<file path="src/hw/tmr_pkg.sv">
// Constants, register map and state type for the timer control block
// Behaviour
// RL1: Channel interrupt enable bit gates the same-position channel flag onto the interrupt.
// RL2: Overflow interrupt enable requests an interrupt while the overflow flag is set.
// RL3: Counter reset enable makes a channel 7 compare reset the main counter.
// RL4: Reset enable with channel 7 value zero holds the counter at zero.
// RL5: Reset enable with channel 7 at all ones never sets overflow.
// RL6: Prescale select divides the bus clock by two to the field value.
// RL7: New prescale factor applies only when all prescale counter stages are zero.
// RL8: Channel flag sets on its input capture or output compare event.
// RL9: Writing one clears a channel flag; writing zero leaves it.
// RL10: With fast clear, capture-mode read or compare-mode write clears channel flag.
// RL11: Overflow flag sets when the main counter rolls from all ones to zero.
// RL12: Writing the overflow flag register with bit 7 set clears overflow.
// RL13: With fast clear, any main counter read or write clears overflow.
// RL14: Capture mode latches counter on event; compare mode value triggers compare.
// RL15: Channel value writes work in compare mode and are ignored in capture mode.
// RL16: All channel capture and compare values reset to zero.
// RL17: Software reading a value as bytes takes high byte before low byte.
// RL18: Clearing timer enable stops the prescaler and main counter.
// RL19: A compare event occurs in the tick where counter equals channel value.
package tmr_pkg;

    // Register indices, byte address is four times the index
    localparam logic [5:0] IDX_MODE_SELECT   = 6'h00;
    localparam logic [5:0] IDX_MAIN_COUNTER  = 6'h04;
    localparam logic [5:0] IDX_SYS_CONTROL   = 6'h06;
    localparam logic [5:0] IDX_INT_ENABLE    = 6'h0C;
    localparam logic [5:0] IDX_SYS_CONTROL2  = 6'h0D;
    localparam logic [5:0] IDX_CHANNEL_FLAG  = 6'h0E;
    localparam logic [5:0] IDX_OVERFLOW_FLAG = 6'h0F;
    localparam logic [5:0] IDX_CHANNEL_FIRST = 6'h10;
    localparam logic [5:0] IDX_CHANNEL_LAST  = 6'h1F;
    localparam logic [5:0] IDX_CHANNEL_FOUR  = 6'h18;
    localparam logic [5:0] IDX_EVENT_STATUS  = 6'h30;
    localparam logic [5:0] IDX_EVENT_MASK    = 6'h31;
    localparam int         ADDR_LSB          = 2;
    localparam int         ADDR_MSB          = 7;

    // Field positions
    localparam int BIT_TIMER_ENABLE  = 7;
    localparam int BIT_FAST_CLEAR    = 4;
    localparam int BIT_OVF_INT_EN    = 7;
    localparam int BIT_CNT_RESET_EN  = 3;
    localparam int BIT_OVERFLOW_FLAG = 7;
    localparam int PRESCALE_MSB      = 2;
    localparam int CHAN_LOW_BIT      = 4;
    localparam int CHAN_COUNT        = 4;
    localparam int EVT_OVERFLOW      = 4;

    // Widths, values, responses
    localparam int          PRESCALE_STAGES = 7;
    localparam logic [15:0] COUNTER_MAX     = 16'hFFFF;
    localparam logic [15:0] CHANNEL_RESET   = 16'h0000;
    localparam logic [1:0]  RESP_OKAY       = 2'h0;

    typedef struct packed {
        logic                        awReady;
        logic                        wReady;
        logic                        awHeld;
        logic                        wHeld;
        logic [5:0]                  awIdx;
        logic [31:0]                 wData;
        logic [3:0]                  wStrb;
        logic                        bValid;
        logic                        arReady;
        logic                        rValid;
        logic [31:0]                 rData;
        logic                        timerEnable;
        logic                        fastFlagClear;
        logic [3:0]                  modeSelect;
        logic [3:0]                  intEnable;
        logic [3:0]                  chFlag;
        logic                        ovfIntEnable;
        logic                        counterResetEnable;
        logic [2:0]                  prescaleSelect;
        logic [2:0]                  activeSelect;
        logic [PRESCALE_STAGES-1:0]  prescaleCount;
        logic                        overflowFlag;
        logic [15:0]                 mainCounter;
        logic [3:0][15:0]            chValue;
        logic [4:0]                  eventStatus;
        logic [4:0]                  eventMask;
        logic                        flagIrq;
        logic                        eventIrq;
        logic [3:0]                  compareEvent;
    } tmr_state_t;

endpackage

</file>
<file path="src/hw/tmr_timer_regs.sv">
// Timer control, prescaler, flags and channel 4..7 registers behind AXI4-Lite
//
// Chosen here: the AXI4-Lite register port and the address map.
`timescale 1ns/100ps
module tmr_timer_regs (
    // Clock and reset
    input  wire logic        clock,
    input  wire logic        sys_rst,
    // AXI4-Lite write address and data
    input  wire logic        s_axi_awvalid,
    output logic             s_axi_awready,
    input  wire logic [7:0]  s_axi_awaddr,
    input  wire logic [2:0]  s_axi_awprot,
    input  wire logic        s_axi_wvalid,
    output logic             s_axi_wready,
    input  wire logic [31:0] s_axi_wdata,
    input  wire logic [3:0]  s_axi_wstrb,
    // AXI4-Lite write response
    output logic             s_axi_bvalid,
    input  wire logic        s_axi_bready,
    output logic [1:0]       s_axi_bresp,
    // AXI4-Lite read
    input  wire logic        s_axi_arvalid,
    output logic             s_axi_arready,
    input  wire logic [7:0]  s_axi_araddr,
    input  wire logic [2:0]  s_axi_arprot,
    output logic             s_axi_rvalid,
    input  wire logic        s_axi_rready,
    output logic [31:0]      s_axi_rdata,
    output logic [1:0]       s_axi_rresp,
    // Capture events from the edge detectors, channels 4..7
    input  wire logic [3:0]  captureEvent,
    // Links to the rest of the timer
    output logic [15:0]      mainCounter,
    output logic [3:0]       channelModeSelect,
    output logic             fastFlagClear,
    output logic             timerEnable,
    output logic [3:0]       compareEvent,
    // Interrupts
    output logic             flagIrq,
    output logic             eventIrq
);

    tmr_pkg::tmr_state_t s;
    tmr_pkg::tmr_state_t next_s;

    ////////////////////////////////////////////////////////////////////////////////
    // Next-state logic
    always_comb begin
        logic        tick;
        logic        cmp7Reset;
        logic [3:0]  chSet;
        logic [3:0]  chClr;
        logic        ovfSet;
        logic        ovfClr;
        logic [4:0]  evtClr;
        logic [6:0]  stageMask;
        logic [5:0]  rIdx;
        logic        doWrite;
        logic [31:0] rd;
        int          ch;

        next_s    = s;
        tick      = 1'b0;
        cmp7Reset = 1'b0;
        chSet     = '0;
        chClr     = '0;
        ovfSet    = 1'b0;
        ovfClr    = 1'b0;
        evtClr    = '0;
        rd        = '0;
        stageMask = '0;
        ch        = 0;
        rIdx      = s_axi_araddr[tmr_pkg::ADDR_MSB:tmr_pkg::ADDR_LSB];
        doWrite   = s.awHeld && s.wHeld && !s.bValid;
        next_s.compareEvent = '0;

        // RL18: enable gates prescaler
        if (s.timerEnable) begin
            next_s.prescaleCount = s.prescaleCount + 7'h01;
            // RL6: divide by power of two
            stageMask = 7'((8'h01 << s.activeSelect) - 8'h01);
            tick = ((s.prescaleCount & stageMask) == stageMask);
            // RL7: switch at zero stages
            if (s.prescaleCount == '0) begin
                next_s.activeSelect = s.prescaleSelect;
            end
        end

        // RL19: compare on equal count
        for (ch = 0; ch < tmr_pkg::CHAN_COUNT; ch++) begin
            if (tick && s.modeSelect[ch] && (s.mainCounter == s.chValue[ch])) begin
                next_s.compareEvent[ch] = 1'b1;
                chSet[ch] = 1'b1;
            end
            // RL14: capture latches counter
            if (captureEvent[ch] && !s.modeSelect[ch]) begin
                next_s.chValue[ch] = s.mainCounter;
                chSet[ch] = 1'b1; // RL8: capture sets flag
            end
        end

        // RL3: compare 7 resets counter
        cmp7Reset = s.counterResetEnable && next_s.compareEvent[tmr_pkg::CHAN_COUNT-1];
        if (tick) begin
            // RL4: zero value holds counter
            if (cmp7Reset) begin
                next_s.mainCounter = '0;
            end else begin
                next_s.mainCounter = s.mainCounter + 16'h0001;
                // RL11: rollover sets overflow
                ovfSet = (s.mainCounter == tmr_pkg::COUNTER_MAX); // RL5: reset path skips this
            end
        end

        // Write address and data accepted in either order
        if (s_axi_awvalid && s.awReady) begin
            next_s.awHeld = 1'b1;
            next_s.awIdx  = s_axi_awaddr[tmr_pkg::ADDR_MSB:tmr_pkg::ADDR_LSB];
        end
        if (s_axi_wvalid && s.wReady) begin
            next_s.wHeld = 1'b1;
            next_s.wData = s_axi_wdata;
            next_s.wStrb = s_axi_wstrb;
        end

        // Register write once both halves are held
        if (doWrite) begin
            next_s.awHeld = 1'b0;
            next_s.wHeld  = 1'b0;
            next_s.bValid = 1'b1;
            if (s.wStrb[0]) begin
                case (s.awIdx)
                    tmr_pkg::IDX_MODE_SELECT: begin
                        next_s.modeSelect = s.wData[7:tmr_pkg::CHAN_LOW_BIT];
                    end
                    tmr_pkg::IDX_SYS_CONTROL: begin
                        next_s.timerEnable   = s.wData[tmr_pkg::BIT_TIMER_ENABLE];
                        next_s.fastFlagClear = s.wData[tmr_pkg::BIT_FAST_CLEAR];
                    end
                    tmr_pkg::IDX_INT_ENABLE: begin
                        next_s.intEnable = s.wData[7:tmr_pkg::CHAN_LOW_BIT];
                    end
                    tmr_pkg::IDX_SYS_CONTROL2: begin
                        next_s.ovfIntEnable       = s.wData[tmr_pkg::BIT_OVF_INT_EN];
                        next_s.counterResetEnable = s.wData[tmr_pkg::BIT_CNT_RESET_EN];
                        next_s.prescaleSelect     = s.wData[tmr_pkg::PRESCALE_MSB:0];
                    end
                    // RL9: write one clears
                    tmr_pkg::IDX_CHANNEL_FLAG: begin
                        chClr = chClr | s.wData[7:tmr_pkg::CHAN_LOW_BIT];
                    end
                    // RL12: bit 7 clears overflow
                    tmr_pkg::IDX_OVERFLOW_FLAG: begin
                        ovfClr = ovfClr | s.wData[tmr_pkg::BIT_OVERFLOW_FLAG];
                    end
                    tmr_pkg::IDX_EVENT_MASK: begin
                        next_s.eventMask = s.wData[4:0];
                    end
                    default: begin
                    end
                endcase
            end
            // RL13: counter write clears overflow
            if (s.awIdx == tmr_pkg::IDX_MAIN_COUNTER && s.fastFlagClear) begin
                ovfClr = 1'b1;
            end
            for (ch = 0; ch < tmr_pkg::CHAN_COUNT; ch++) begin
                if (s.awIdx == tmr_pkg::IDX_CHANNEL_FOUR + 6'(2 * ch) && s.modeSelect[ch]) begin
                    // RL15: compare mode writes only
                    if (s.wStrb[0]) begin
                        next_s.chValue[ch][7:0] = s.wData[7:0];
                    end
                    if (s.wStrb[1]) begin
                        next_s.chValue[ch][15:8] = s.wData[15:8];
                    end
                    // RL10: compare write clears flag
                    if (s.fastFlagClear) begin
                        chClr[ch] = 1'b1;
                    end
                end
            end
        end

        // Write response
        if (s.bValid && s_axi_bready) begin
            next_s.bValid = 1'b0;
        end

        // Read of one register, answered in the next cycle
        if (s_axi_arvalid && s.arReady) begin
            next_s.rValid = 1'b1;
            case (rIdx)
                tmr_pkg::IDX_MODE_SELECT: begin
                    rd[7:tmr_pkg::CHAN_LOW_BIT] = s.modeSelect;
                end
                tmr_pkg::IDX_MAIN_COUNTER: begin
                    rd[15:0] = s.mainCounter;
                    ovfClr = ovfClr | s.fastFlagClear; // RL13: read clears overflow
                end
                tmr_pkg::IDX_SYS_CONTROL: begin
                    rd[tmr_pkg::BIT_TIMER_ENABLE] = s.timerEnable;
                    rd[tmr_pkg::BIT_FAST_CLEAR]   = s.fastFlagClear;
                end
                tmr_pkg::IDX_INT_ENABLE: begin
                    rd[7:tmr_pkg::CHAN_LOW_BIT] = s.intEnable;
                end
                tmr_pkg::IDX_SYS_CONTROL2: begin
                    rd[tmr_pkg::BIT_OVF_INT_EN]   = s.ovfIntEnable;
                    rd[tmr_pkg::BIT_CNT_RESET_EN] = s.counterResetEnable;
                    rd[tmr_pkg::PRESCALE_MSB:0]   = s.prescaleSelect;
                end
                tmr_pkg::IDX_CHANNEL_FLAG: begin
                    rd[7:tmr_pkg::CHAN_LOW_BIT] = s.chFlag;
                end
                tmr_pkg::IDX_OVERFLOW_FLAG: begin
                    rd[tmr_pkg::BIT_OVERFLOW_FLAG] = s.overflowFlag;
                end
                tmr_pkg::IDX_EVENT_STATUS: begin
                    rd[4:0] = s.eventStatus;
                    evtClr  = s.eventStatus; // Read clears status
                end
                tmr_pkg::IDX_EVENT_MASK: begin
                    rd[4:0] = s.eventMask;
                end
                default: begin
                end
            endcase
            for (ch = 0; ch < tmr_pkg::CHAN_COUNT; ch++) begin
                if (rIdx == tmr_pkg::IDX_CHANNEL_FOUR + 6'(2 * ch)) begin
                    rd[15:0] = s.chValue[ch];
                    // RL10: capture read clears flag
                    if (s.fastFlagClear && !s.modeSelect[ch]) begin
                        chClr[ch] = 1'b1;
                    end
                end
            end
            next_s.rData = rd;
        end else if (s.rValid && s_axi_rready) begin
            next_s.rValid = 1'b0;
        end

        // Flags: a set in the same cycle wins over any clear
        next_s.chFlag       = (s.chFlag & ~chClr) | chSet;
        next_s.overflowFlag = (s.overflowFlag & ~ovfClr) | ovfSet;
        next_s.eventStatus  = (s.eventStatus & ~evtClr) | {ovfSet, chSet};

        // RL1: per-channel enable gating
        // RL2: overflow enable gating
        next_s.flagIrq  = |(next_s.chFlag & next_s.intEnable)
                        | (next_s.overflowFlag & next_s.ovfIntEnable);
        next_s.eventIrq = |(next_s.eventStatus & next_s.eventMask);

        // Ready lines follow the holding state
        next_s.awReady = !next_s.awHeld && !next_s.bValid;
        next_s.wReady  = !next_s.wHeld && !next_s.bValid;
        next_s.arReady = !next_s.rValid;
    end

    ////////////////////////////////////////////////////////////////////////////////
    // State register, RL16: values reset to zero
    always_ff @(posedge clock) begin
        if (sys_rst) begin
            s         <= '0;
            s.chValue <= {tmr_pkg::CHAN_COUNT{tmr_pkg::CHANNEL_RESET}};
        end else begin
            s <= next_s;
        end
    end

    ////////////////////////////////////////////////////////////////////////////////
    // Outputs straight from the state, except bresp and rresp tied to okay
    assign s_axi_awready     = s.awReady;
    assign s_axi_wready      = s.wReady;
    assign s_axi_bvalid      = s.bValid;
    assign s_axi_bresp       = tmr_pkg::RESP_OKAY;
    assign s_axi_arready     = s.arReady;
    assign s_axi_rvalid      = s.rValid;
    assign s_axi_rdata       = s.rData;
    assign s_axi_rresp       = tmr_pkg::RESP_OKAY;
    assign mainCounter       = s.mainCounter;
    assign channelModeSelect = s.modeSelect;
    assign fastFlagClear     = s.fastFlagClear;
    assign timerEnable       = s.timerEnable;
    assign compareEvent      = s.compareEvent;
    assign flagIrq           = s.flagIrq;
    assign eventIrq          = s.eventIrq;

endmodule

</file>
<file path="config.mk">
export PLATFORM = sky130hd
export DESIGN_NAME = tmr_timer_regs
export DESIGN_NICKNAME = d
export VERILOG_FILES = /design/src/hw/tmr_pkg.sv /design/src/hw/tmr_timer_regs.sv
export SDC_FILE = /design/constraint.sdc
export NUM_CORES = 1
export LEC_CHECK = 0
export BUFFER_PORTS_ARGS = -buffer_cell sky130_fd_sc_hd__buf_4
export CORE_ASPECT_RATIO = 1.25
export CORE_MARGIN = 10
export CORE_UTILIZATION = 30
export CTS_CLUSTER_DIAMETER = 200
export DETAILED_ROUTE_END_ITERATION = 6
export PLACE_DENSITY = 0.47
export SYNTH_ARGS = -nofsm -noshare
export SYNTH_HDL_FRONTEND = slang
export SYNTH_SLANG_ARGS = --single-unit
</file>
<file path="constraint.sdc">
create_clock -name clock -period 2.4 [get_ports clock]
set_input_delay 0.48 -clock clock [delete_from_list [all_inputs] [get_ports clock]]
set_output_delay 0.48 -clock clock [all_outputs]
set_load 0.05 [all_outputs]
</file>
# After elaboration in Yosys (flattened, before gate mapping)
# Index checks and enable logic that the tools add are counted.
totals:
  reg_bits: 173
  out_inout_bits: 69
  elab_cells: 211
op_classes:
  n_addsub: 3
  n_eq_ne: 29
  shifts: 1
  muxes: 82
  n_bitwise: 15
  reduce_logical: 49
op_table:
  columns: ["cell", "n"]
  rows:
  - ["$mux W16", 13]
  - ["$mux W8", 9]
  - ["$eq A16 B16 Y1", 4]
  - ["$mux W64", 1]
  - ["$eq A6 B4 Y1 const B", 8]
  - ["$eq A6 B5 Y1 const B", 8]
  - ["$mux W5", 8]
  - ["$mux W1", 39]
  - ["$logic_and A1 B1 Y1", 31]
  - ["$mux W4", 7]
  - ["$eq A6 B3 Y1 const B", 4]
  - ["$eq A6 B6 Y1 const B", 3]
  - ["$add A16 B1 Y16 const B", 1]
  - ["$eq A16 B16 Y1 const B", 1]
  - ["$pmux W4 S4", 1]
  - ["$pmux W1 S7", 2]
  - ["$logic_not A6 Y1", 2]
  - ["$and A5 B5 Y5", 2]
  - ["$logic_not A1 Y1", 9]
  - ["$reduce_and A3 Y1", 3]
  - ["$and A4 B4 Y4", 2]
  - ["$pmux W2 S4", 1]
  - ["$add A7 B1 Y7 const B", 1]
  - ["$and A7 B7 Y7", 1]
  - ["other kinds (15)", 18]

# Longest topological paths before layout
# Gate-level depths: netlist (run 1).
depth:
  ltp_word: 15
  mapped_depth: 10
  depth_no_buf: 7

# Worst setup path after synthesis (run 1)
# Ideal clock, no wire load.
synth_path:
  path_kind: "register to register"
  from: "register s (netlist bit s_axi_bvalid)"
  to: "register s (netlist bit eventIrq)"
  setup_time_ns: 0.134
  arrival_time_ns: 2.243
  required_time_ns: 2.266
  setup_slack_ns: 0.024
  stages_incl_launch_ff: 10
  cell_sequence: "dfxtp_1 -> and3b_1 -> buf_6 -> nand2_4 -> or4_4 -> buf_6 -> mux2i_1 -> o21ba_1 -> nor4_2 -> o22ai_1"
synth_via:
  elab_chain_cells: 5
synth_lines:
  columns: ["item", "line_no", "rtl"]
  rows:
  - ["start: declaration", "tmr_timer_regs.sv:44", "tmr_pkg::tmr_state_t s;"]
  - ["start signal: assignment", "tmr_timer_regs.sv:267", "s <= next_s;"]
  - ["$logic_not A1 Y1", "tmr_timer_regs.sv:75", "doWrite = s.awHeld && s.wHeld && !s.bValid;"]
  - ["$logic_and A1 B1 Y1", "tmr_timer_regs.sv:75", null]
  - ["$mux W5", "tmr_timer_regs.sv:128", "if (doWrite) begin"]
  - ["$and A5 B5 Y5", "tmr_timer_regs.sv:252", "next_s.eventIrq = |(next_s.eventStatus & next_s.eventMask);"]
  - ["$reduce_or A5 Y1", "tmr_timer_regs.sv:252", null]
# Every way passes these cells.
# A chain may end at the register's enable or synchronous reset.

# Worst setup path in the final report (run 1)
layout_path:
  from: "register s[204] (netlist bit)"
  to: "register s (netlist bit eventIrq)"
layout_via:
  elab_chain_cells: 5
layout_lines:
  columns: ["item", "line_no"]
  rows:
  - ["$logic_and A1 B1 Y1 (2 in a row)", "tmr_timer_regs.sv:75"]
  - ["$mux W5", "tmr_timer_regs.sv:128"]
  - ["$and A5 B5 Y5", "tmr_timer_regs.sv:252"]
  - ["$reduce_or A5 Y1", "tmr_timer_regs.sv:252"]
# Every way passes these cells.

==> results of run 1 <==
==> state kept, by name, indices dropped and copies added, names as in the netlist <==
register and count:
channelModeSelect 4, compareEvent 4, eventIrq 1, fastFlagClear 1, flagIrq 1, mainCounter 16, s 124, s_axi_arready 1
s_axi_awready 1, s_axi_bvalid 1, s_axi_rdata 16, s_axi_rvalid 1, s_axi_wready 1, timerEnable 1
==> cells in the final DEF (no fill, tap or decap), drive strengths merged, types with 13 or more instances in the layout <==
cell	instances
nor3	13
mux2i	70
nand2	92
conb	20
clkbuf	19
xnor2	78
nand4	23
a211oi	19
a31oi	16
a21oi	112
nand3	24
dfxtp	173
nor4	13
buf	218
nor2	230
==> stage by stage <==
step	utilization, %	worst slack, ps	setup TNS (ps)	area [sq um]	total power (uW)
detailed placement	35.0	-74.0	-279	10800	3540
finish	37.0	86.1	0	11400	6290
floorplan	-	23.6	0	9390	3340
global route	37.0	-16.9	-29.8	11400	6490
global placement	35.0	-62.7	-142	10800	3540
CTS	36.9	24.8	0	11400	6340
==> timing repair <==
item / 4_1_cts / 5_1_grt
setup buffers: 0 / 1
endpoints found under the setup margin: 0 / 18
gates resized for setup: 0 / 6
==> final cells by class <==
class	instances	area share [%]
flip-flops and latches	173	30.4
diodes	1	0.0219
well taps	407	4.47
inverters	10	0.329
clock inverters	12	1.23
clock buffers	19	3.97
multi-input cells	851	44.7
repair buffers	218	14.9
==> metal layers <==
layer  global-route usage, %  wire, microns  vias up  part of all wire, %
met5                       0              0        -                    0
met4                    5.90            760        0                  2.3
met3                    2.67           1310       47                  3.9
met2                    30.8          17500      190                   52
met1                    20.1          14000     4064                   42
li1                        -              -     4155                    -
==> worst min path at each step <==
stage / endpoint / slack, ps
global route: s[168]$_SDFFE_PP0P_ / 290
CTS: s[174]$_SDFFE_PP0P_ / 280
global placement: s_axi_rdata[2]$_SDFFE_PP0P_ / 450
finish: s[174]$_SDFFE_PP0P_ / 290
detailed placement: s_axi_rdata[1]$_SDFFE_PP0P_ / 450
floorplan: s_axi_wready$_SDFF_PP0_ / 430
==> cells by family (layout without fill, tap and decap cells) <==
| family | count (synthesis) | in the layout |
|---|---|---|
| buf+inv | 158 | 259 |
| xor+xnor | 84 | 84 |
| other cells | 1 | 21 |
| simple gates | 455 | 455 |
| flops | 173 | 173 |
| mux | 76 | 76 |
| compound gates | 213 | 213 |
| fa+ha+maj | 3 | 3 |
==> where the power goes <==
part | switching, uW | internal (uW)
registers | 49.9 | 2910
logic | 337 | 175
clock network | 1220 | 1590
total | 1610 | 4680
==> worst max-delay path, stage by stage (launching register included) <==
cell and delay, ps:
dfxtp_1 370, and3b_2 230, buf_4 160, nand2_4 60
or4_4 570, mux2i_1 210, o21ba_1 180, nor4_2 280
o22ai_1 110
==> flow_metrics.env, run 1 <==
export IMPL_cts_tree="built"
export IMPL_leakagePower_uw=0.00465
export IMPL_fin_nets=1343
export IMPL_cp_max_fo=6
export IMPL_worst_hold_slack_ps=290
export IMPL_synth_common_cells="nor2_1, dfxtp_1, a21oi_1, nand2_1, xnor2_1"
export IMPL_drtAntennaViolNets=0
export IMPL_numCtsBuffers=17
export IMPL_port_buffers=89
export IMPL_start_util_pct=30.2
export IMPL_min_delay_path_depth=3
export IMPL_ys_ff_latch=173
export IMPL_instances_no_fill=1691
export IMPL_skew_ps=10.6
export IMPL_fp_coreArea_sq_um=30800
export IMPL_fp_row_count=72
export IMPL_multi_input_area_sq_um=5100
export IMPL_post_dp_hpwl_microns=25900
export IMPL_hold_viol_final=0
export IMPL_ys_seq_area_share_pct=37.2
export IMPL_die_w_microns=178
export IMPL_grt_max_degree=59
export IMPL_syn_avg_cell_area_sq_um=8.01
export IMPL_critPathArrivalTime_ps=2600
export IMPL_grt_pass1_wl_microns=50700
export IMPL_vias=8456
export IMPL_synth_top_cell_by_area="dfxtp_1"
export IMPL_drt_total_wl_microns=33600
export IMPL_startpoint="s[204]$_SDFF_PP0_"
export IMPL_startpoint_type="flop"
export IMPL_synth_top_area_share_pct=37.2
export IMPL_die_area_sq_um=38600
export IMPL_end_kind="flop"
export IMPL_hold_class="in -> reg"
export IMPL_synth_edf_count=0
export IMPL_synthSimpleGateAreaFrac_pct=22.7
export IMPL_max_vdd_ir_drop_mv=0.485
export IMPL_rrSetupSlack_ps=90
export IMPL_synthesis_instances=1163
export IMPL_dieHeight_microns=217
export IMPL_synth_warnings=0
export IMPL_final_min_clock_period_ps=2310
export IMPL_synth_most_common_cell="nor2_1"
export IMPL_r2r_cells=8
export IMPL_ys_types=68
export IMPL_drc_errors=0
export IMPL_fin_crit_sh_pct=96.4
export IMPL_cts_buffer_depth=2
export IMPL_cts_root_buf="clkbuf_16"
export IMPL_synth_area_top_cells="dfxtp_1, nor2_1, mux2i_1"
export IMPL_drv_cap=0
export IMPL_path_clk_slew_ps=70
export IMPL_synthMuxAreaShare_pct=8.24
export IMPL_path_class="reg -> reg"
export IMPL_tightestPinTransition_ps=755
export IMPL_grtUsageTotal_pct=17.1
export IMPL_clk_latency_ps=440
export IMPL_clock_sinks=173
export IMPL_placed_cells=1658
export IMPL_r2r_end="eventIrq$_SDFF_PP0_"
export IMPL_grt_antenna_before_repair=1
export IMPL_place_congestion=0.886
export IMPL_synth_area_sq_um=9320
export IMPL_synth_fa_ha_area_share_pct=0.403
export IMPL_synthXorXnorAreaFrac_pct=7.90
export IMPL_dr_pass1_iters=5
export IMPL_synth_top_family_by_area="simple AND/OR/NAND/NOR gates"
export IMPL_post_drt_via_cell_ratio=5.00
export IMPL_cellPowerDensity_nw_per_um2=551
export IMPL_fill_cells=3336
export IMPL_rsz0062_at_grt="true"
export IMPL_max_freq_mhz=432
export IMPL_grt_pass1_vias=8280
export IMPL_worstHoldStart="s_axi_wdata[9]"
export IMPL_syn2layout_area_growth_pct=22.4
export IMPL_synth_compound_area_share_pct=14.5
export IMPL_h_tree_depth=4
export IMPL_ctsHoldBuffers=0
export IMPL_drive_gt1_share_pct=21.6
export IMPL_grt_overflow_total=0
export IMPL_r2r_start="s[204]$_SDFF_PP0_"
export IMPL_synth_async_sr_flop_share_pct=0
export IMPL_register_area_sq_um=3470
export IMPL_status="finished, final reports clean"
export IMPL_setup_violations=0
export IMPL_synth_ff_type="dfxtp_1"
export IMPL_wl_per_cell_microns=19.9
export IMPL_cp_required_ps=2690
export IMPL_drt_iter0_drc=634
export IMPL_io_pins=138
export IMPL_maxSlewViolCount=0
export IMPL_slew_headroom_pct=49.6
export IMPL_cp_endpoint="eventIrq$_SDFF_PP0_"
Power figures use the tool's default switching activity.
==> run 2: changes to the inputs <==
--- a/config.mk
+++ b/config.mk
@@ -11,7 +11,8 @@
 export CORE_UTILIZATION = 30
 export CTS_CLUSTER_DIAMETER = 200
 export DETAILED_ROUTE_END_ITERATION = 6
-export PLACE_DENSITY = 0.47
+export HOLD_SLACK_MARGIN = 0.08
+export PLACE_DENSITY = 0.53
 export SYNTH_ARGS = -nofsm -noshare
 export SYNTH_HDL_FRONTEND = slang
 export SYNTH_SLANG_ARGS = --single-unit
==> constraint.sdc (replaced) <==
create_clock -name clock -period 2.6 [get_ports clock]
set_input_delay 0.52 -clock clock [delete_from_list [all_inputs] [get_ports clock]]
set_output_delay 0.52 -clock clock [all_outputs]
set_load 0.05 [all_outputs]
==> run 2 against run 1 <==
- clock skew barely moved
- worst hold slack improved by 46 ps
- largest power group unchanged
- sequential share of layout area rose by 0.79 points
- final cell count fell by 2.5%
- total power fell by 6.2%
- largest cell class unchanged
- global-route usage fell by 0.85 points
- routed wire length fell by 4.5%
- core utilization fell by 0.96 points
- first-iteration DRC count fell by 6.0%
==> flow_metrics.env, run 2 (same netlist as run 1, synthesis figures left out) <==
export IMPL_status="finished, final reports clean"
export IMPL_leakagePower_uw=0.00445
export IMPL_grt_antenna_before_repair=0
export IMPL_end_kind="flop"
export IMPL_design_area_sq_um=11100
export IMPL_cts_tree="built"
export IMPL_top_register="s"
export IMPL_startpoint_type="flop"
export IMPL_fin_nets=1302
export IMPL_fp_row_count=72
export IMPL_crit_chain="buf_4 > xnor2_1 > nand4_1 > nor4_1 > nand4_1 > a31oi_1 > nor4_2 > o22ai_1"
export IMPL_cts_buffer_depth=2
export IMPL_grt_pass1_vias=7987
export IMPL_cp_required_ps=2960
export IMPL_grt_max_degree=56
export IMPL_wl_per_cell_microns=19.5
export IMPL_startpoint="mainCounter[1]$_SDFFE_PP0N_"
export IMPL_cts_resized=0
export IMPL_grt_pass1_wl_microns=48300
export IMPL_grt_overflow_total=0
export IMPL_setup_violations=0
export IMPL_post_drt_via_cell_ratio=5.10
export IMPL_max_vdd_ir_drop_mv=0.414
export IMPL_final_min_clock_period_ps=2490
export IMPL_maxSlewViolCount=0
export IMPL_drt_iter0_drc=596
export IMPL_path_class="reg -> reg"
export IMPL_post_cts_buffers=0
export IMPL_cpMostUsedCell="nand4_1"
export IMPL_max_freq_mhz=402
export IMPL_critPathArrivalTime_ps=2850
export IMPL_die_w_microns=178
export IMPL_drc_errors=0
export IMPL_start_util_pct=30.2
export IMPL_slew_headroom_pct=53.3
export IMPL_clock_sinks=173
export IMPL_tightestPinTransition_ps=700
export IMPL_worst_hold_slack_ps=336
export IMPL_clk_latency_ps=440
export IMPL_numCtsBuffers=17
export IMPL_ctsHoldBuffers=0
export IMPL_cellPowerDensity_nw_per_um2=531
export IMPL_drive_gt1_share_pct=18.4
export IMPL_h_tree_depth=4
export IMPL_drtAntennaViolNets=0
export IMPL_rsz0062_at_grt="false"
export IMPL_fin_tns_setup_ps=0
export IMPL_r2r_cells=8
export IMPL_place_congestion=0.972
export IMPL_vias=8406
export IMPL_cp_max_fo=11
export IMPL_min_delay_path_depth=3
export IMPL_cts_root_buf="clkbuf_16"
export IMPL_io_pins=138
export IMPL_syn2layout_area_growth_pct=19.2
export IMPL_r2r_start="mainCounter[1]$_SDFFE_PP0N_"
export IMPL_skew_ps=10.4
export IMPL_grtUsageTotal_pct=16.3
export IMPL_fp_coreArea_sq_um=30800
export IMPL_cp_endpoint="eventIrq$_SDFF_PP0_"
export IMPL_dieHeight_microns=217
export IMPL_slowest_stage="dfxtp_1"
export IMPL_post_dp_hpwl_microns=24400
export IMPL_drt_total_wl_microns=32100
export IMPL_path_clk_slew_ps=70
export IMPL_rrSetupSlack_ps=110
export IMPL_place_area_sq_um=10500
export IMPL_hold_viol_final=0
export IMPL_drv_cap=0
export IMPL_r2r_end="eventIrq$_SDFF_PP0_"
export IMPL_cpPeakStageDelay_ps=650
export IMPL_dr_pass1_iters=5
export IMPL_mostFrequentLayoutCell="nor2_1"
export IMPL_hold_class="in -> reg"
export IMPL_fin_crit_sh_pct=95.6
export IMPL_num_antenna_cells=0
export IMPL_die_area_sq_um=38600
export IMPL_largest_register_ffs=124
export IMPL_port_buffers=89
export IMPL_layout_common_cells="nor2_1, dfxtp_1, buf_4, a21oi_1, nand2_1"
==> run 2: cell types whose count changed in the layout (fill, tap and decap cells not counted), moves of 2 or more <==
cell       change
buf_4         -42
bufinv_16      +2
clkbuf_1       +2
clkinv_2       +2
clkinv_4       -5
dfxtp_1        +2
dfxtp_2        -2
==> run 2: worst min path at each step <==
stage / from / to / slack (ps)
floorplan: s[203]$_SDFF_PP0_ / s_axi_wready$_SDFF_PP0_ / 430
global placement: s_axi_rdata[3]$_SDFFE_PP0P_ / s_axi_rdata[3]$_SDFFE_PP0P_ / 450
detailed placement: s_axi_rdata[3]$_SDFFE_PP0P_ / s_axi_rdata[3]$_SDFFE_PP0P_ / 450
CTS: s_axi_wdata[10] / s[175]$_SDFFE_PP0P_ / 320
global route: s_axi_wdata[9] / s[174]$_SDFFE_PP0P_ / 340
finish: s_axi_wdata[10] / s[175]$_SDFFE_PP0P_ / 340
==> run 2: power breakdown <==
| group | total [uW] | switching [uW] | internal [uW] |
|---|---|---|---|
| Combinational | 435 | 294 | 141 |
| Clock | 2720 | 1090 | 1630 |
| Sequential | 2750 | 59.0 | 2690 |
| Total | 5900 | 1440 | 4460 |
==> run 2: metrics by stage <==
stage          util [%]  cells  setup slack, ps  power (uW)
2_1_floorplan         -   1182              214        3090
3_3_place_gp       34.1   1618            -7.36        3240
3_5_place_dp       34.1   1618             4.27        3240
4_1_cts            36.1   1649              134        5960
5_1_grt            36.1   1649             24.7        6080
6_report           36.1   1649              114        5900
==> run 2: metal layers <==
metal | track usage [%] | wire (microns) | up-vias | part of all wire [%]
li1 | - | - | 4073 | -
met1 | 18.6 | 12900 | 4055 | 40
met2 | 29.1 | 16500 | 220 | 51
met3 | 2.60 | 1480 | 58 | 4.6
met4 | 7.32 | 1170 | 0 | 3.6
met5 | 0 | 0 | - | 0
==> run 2: cell type report <==
cell class | instances | area (sq um)
fill | 3226 | 19700
sequential | 173 | 3460
inverter | 10 | 37.5
clock inverter | 11 | 166
tap | 407 | 509
clock buffer | 20 | 447
timing repair buffer | 177 | 1400
multi-input combinational | 851 | 5080
==> run 2: critical path, delay by kind of cell, from the launching register on <==
| family | cells | cell delay, ps |
|---|---|---|
| XOR/XNOR | 1 | 150 |
| flip-flops | 1 | 650 |
| AO/OA/AOI/OAI | 2 | 440 |
| buffers and inverters | 1 | 220 |
| AND/OR/NAND/NOR | 4 | 950 |
==> run 3: changes to the inputs <==
--- a/config.mk
+++ b/config.mk
@@ -12,7 +12,7 @@
 export CTS_CLUSTER_DIAMETER = 200
 export DETAILED_ROUTE_END_ITERATION = 6
 export HOLD_SLACK_MARGIN = 0.08
-export PLACE_DENSITY = 0.53
+export PLACE_DENSITY = 0.5
 export SYNTH_ARGS = -nofsm -noshare
 export SYNTH_HDL_FRONTEND = slang
 export SYNTH_SLANG_ARGS = --single-unit
==> run 3 against run 2 <==
- maximum frequency is 2.2% higher
- total power grew 1.6%
- final cell count about the same
- non-clock buffer count increased by 2
- sequential cell count did not move
- clock skew fell by 0.83 ps
- critical path depth is 1 lower
- final area increased by 0.55%
- sequential power about the same
- clock power rose by 3%
- global-route usage grew 0.50 points
- sequential share of layout area fell by 0.15 points
- critical path type unchanged
- critical endpoint unchanged
- largest cell class unchanged
==> flow_metrics.env, run 3 (same netlist as run 1, synthesis figures left out) <==
export IMPL_io_pins=138
export IMPL_max_freq_mhz=411
export IMPL_vias=8400
export IMPL_pwr_share_comb_pct=7.4
export IMPL_fin_tns_setup_ps=0
export IMPL_swShare_pct=24.8
export IMPL_rsz0062_at_grt="false"
export IMPL_fp_row_count=72
export IMPL_instances_no_fill=1650
export IMPL_slew_headroom_pct=50.9
export IMPL_p_sw_uw=1480
export IMPL_rrSetupSlack_ps=170
export IMPL_path_clk_slew_ps=70
export IMPL_cp_max_fo=10
export IMPL_design_area_sq_um=11200
export IMPL_layout_common_cells="nor2_1, dfxtp_1, buf_4, a21oi_1, nand2_1"
export IMPL_largest_register_ffs=124
export IMPL_cts_buffer_depth=2
export IMPL_p_clk_share_pct=46.9
export IMPL_drtAntennaViolNets=0
export IMPL_drv_cap=0
export IMPL_post_drt_via_cell_ratio=5.09
export IMPL_dr_pass1_iters=5
export IMPL_drt_iter0_drc=678
export IMPL_hold_viol_final=0
export IMPL_wl_per_cell_microns=19.9
export IMPL_post_dp_hpwl_microns=24700
export IMPL_placed_cells=1620
export IMPL_clock_sinks=173
export IMPL_place_area_sq_um=10500
export IMPL_r2r_cells=7
export IMPL_setup_violations=0
export IMPL_drc_errors=0
export IMPL_end_kind="flop"
export IMPL_hold_class="in -> reg"
export IMPL_h_tree_depth=4
export IMPL_r2r_start="mainCounter[1]$_SDFFE_PP0N_"
export IMPL_numCtsBuffers=17
export IMPL_grt_overflow_total=0
export IMPL_maxSlewViolCount=0
export IMPL_fill_cells=3244
export IMPL_place_congestion=0.919
export IMPL_cp_required_ps=2940
export IMPL_skew_ps=9.58
export IMPL_cellPowerDensity_nw_per_um2=536
export IMPL_p_int_uw=4510
export IMPL_dieHeight_microns=217
export IMPL_grt_max_degree=84
export IMPL_drive_gt1_share_pct=18.7
export IMPL_final_min_clock_period_ps=2430
export IMPL_critPathArrivalTime_ps=2770
export IMPL_startpoint="mainCounter[1]$_SDFFE_PP0N_"
export IMPL_ctsHoldBuffers=0
export IMPL_die_area_sq_um=38600
export IMPL_cts_root_buf="clkbuf_16"
export IMPL_top_register="s"
export IMPL_grtUsageTotal_pct=16.8
export IMPL_status="finished, final reports clean"
export IMPL_startpoint_type="flop"
export IMPL_die_w_microns=178
export IMPL_cp_endpoint="eventIrq$_SDFF_PP0_"
export IMPL_r2r_end="eventIrq$_SDFF_PP0_"
export IMPL_grt_pass1_wl_microns=49600
export IMPL_leakagePower_uw=0.00447
export IMPL_mostFrequentLayoutCell="nor2_1"
export IMPL_drt_total_wl_microns=32800
export IMPL_seq_power_share_pct=45.8
export IMPL_num_antenna_cells=0
export IMPL_path_class="reg -> reg"
export IMPL_syn2layout_area_growth_pct=19.9
export IMPL_clk_latency_ps=440
export IMPL_max_vdd_ir_drop_mv=0.438
export IMPL_start_util_pct=30.2
export IMPL_grt_pass1_vias=8285
export IMPL_fin_crit_sh_pct=93.6
export IMPL_fp_coreArea_sq_um=30800
export IMPL_fin_nets=1304
export IMPL_grt_antenna_before_repair=0
export IMPL_port_buffers=89
export IMPL_cts_tree="built"
export IMPL_tightestPinTransition_ps=737
==> run 3: changes by cell type in the layout (fill, tap and decap cells not counted), moves of 2 or more <==
cell and delta:
dfxtp_1 -2, clkinv_2 -3, buf_12 +2, clkbuf_8 +2, dfxtp_2 +2
==> run 3: worst min-delay path by stage <==
stage / startpoint / to / slack (ps) / cells after the start
after global routing: s_axi_wdata[5] / s[170]$_SDFFE_PP0P_ / 320 / 3
after CTS: s_axi_wdata[11] / s[176]$_SDFFE_PP0P_ / 310 / 3
after floorplan: s[203]$_SDFF_PP0_ / s_axi_wready$_SDFF_PP0_ / 430 / 1
final: s_axi_wdata[10] / s[175]$_SDFFE_PP0P_ / 320 / 3
after detailed placement: s_axi_rdata[0]$_SDFFE_PP0P_ / s_axi_rdata[0]$_SDFFE_PP0P_ / 450 / 2
after global placement: s_axi_rdata[0]$_SDFFE_PP0P_ / s_axi_rdata[0]$_SDFFE_PP0P_ / 440 / 2
==> run 3: power by group through the flow <==
stage	combinational, uW	sequential (uW)	clock (uW)
6_report	440	2740	2810
5_1_grt	471	2750	2960
4_1_cts	441	2740	2860
3_5_place_dp	440	2800	0
3_3_place_gp	438	2800	0
2_1_floorplan	296	2790	0
==> run 3: metrics by stage <==
| step | utilization [%] | setup WS, ps | hold slack (ps) | total power [uW] |
|---|---|---|---|---|
| after CTS | 36.2 | 66.0 | 308 | 6050 |
| after global routing | 36.3 | 35.4 | 317 | 6180 |
| after detailed placement | 34.2 | 81.9 | 449 | 3240 |
| final | 36.3 | 167 | 319 | 5990 |
| after floorplan | - | 214 | 432 | 3090 |
| after global placement | 34.2 | 103 | 444 | 3240 |
==> run 3: timing repair <==
action	CTS	global route
setup endpoints to repair	0	3
setup buffers	0	0
gates resized for setup	0	3
==> run 3: worst max-delay path, stage by stage (launching register included) <==
cell and delay (ps):
dfxtp_1 640, xnor2_1 230, nand4_1 120, nor4_1 460
nand4_1 310, a31oi_1 290, nor4_2 60, o22ai_1 220
==> run 3: layout make-up <==
type	instances	area, sq um	share of cell area [%]
Sequential cell	173	3470	31.0
Timing Repair Buffer	179	1440	12.9
Clock inverter	9	160	1.43
Inverter	10	37.5	0.336
Tap cell	407	509	4.56
Clock buffer	21	470	4.21
Multi-Input combinational cell	851	5080	45.5
==> run 3: layer usage <==
metal	vias up	part of all wire, %	global-route usage, %
met1	4028	40	19.0
li1	4073	-	-
met3	56	4.4	2.89
met2	243	52	30.5
met4	0	2.9	6.48
met5	-	0	0
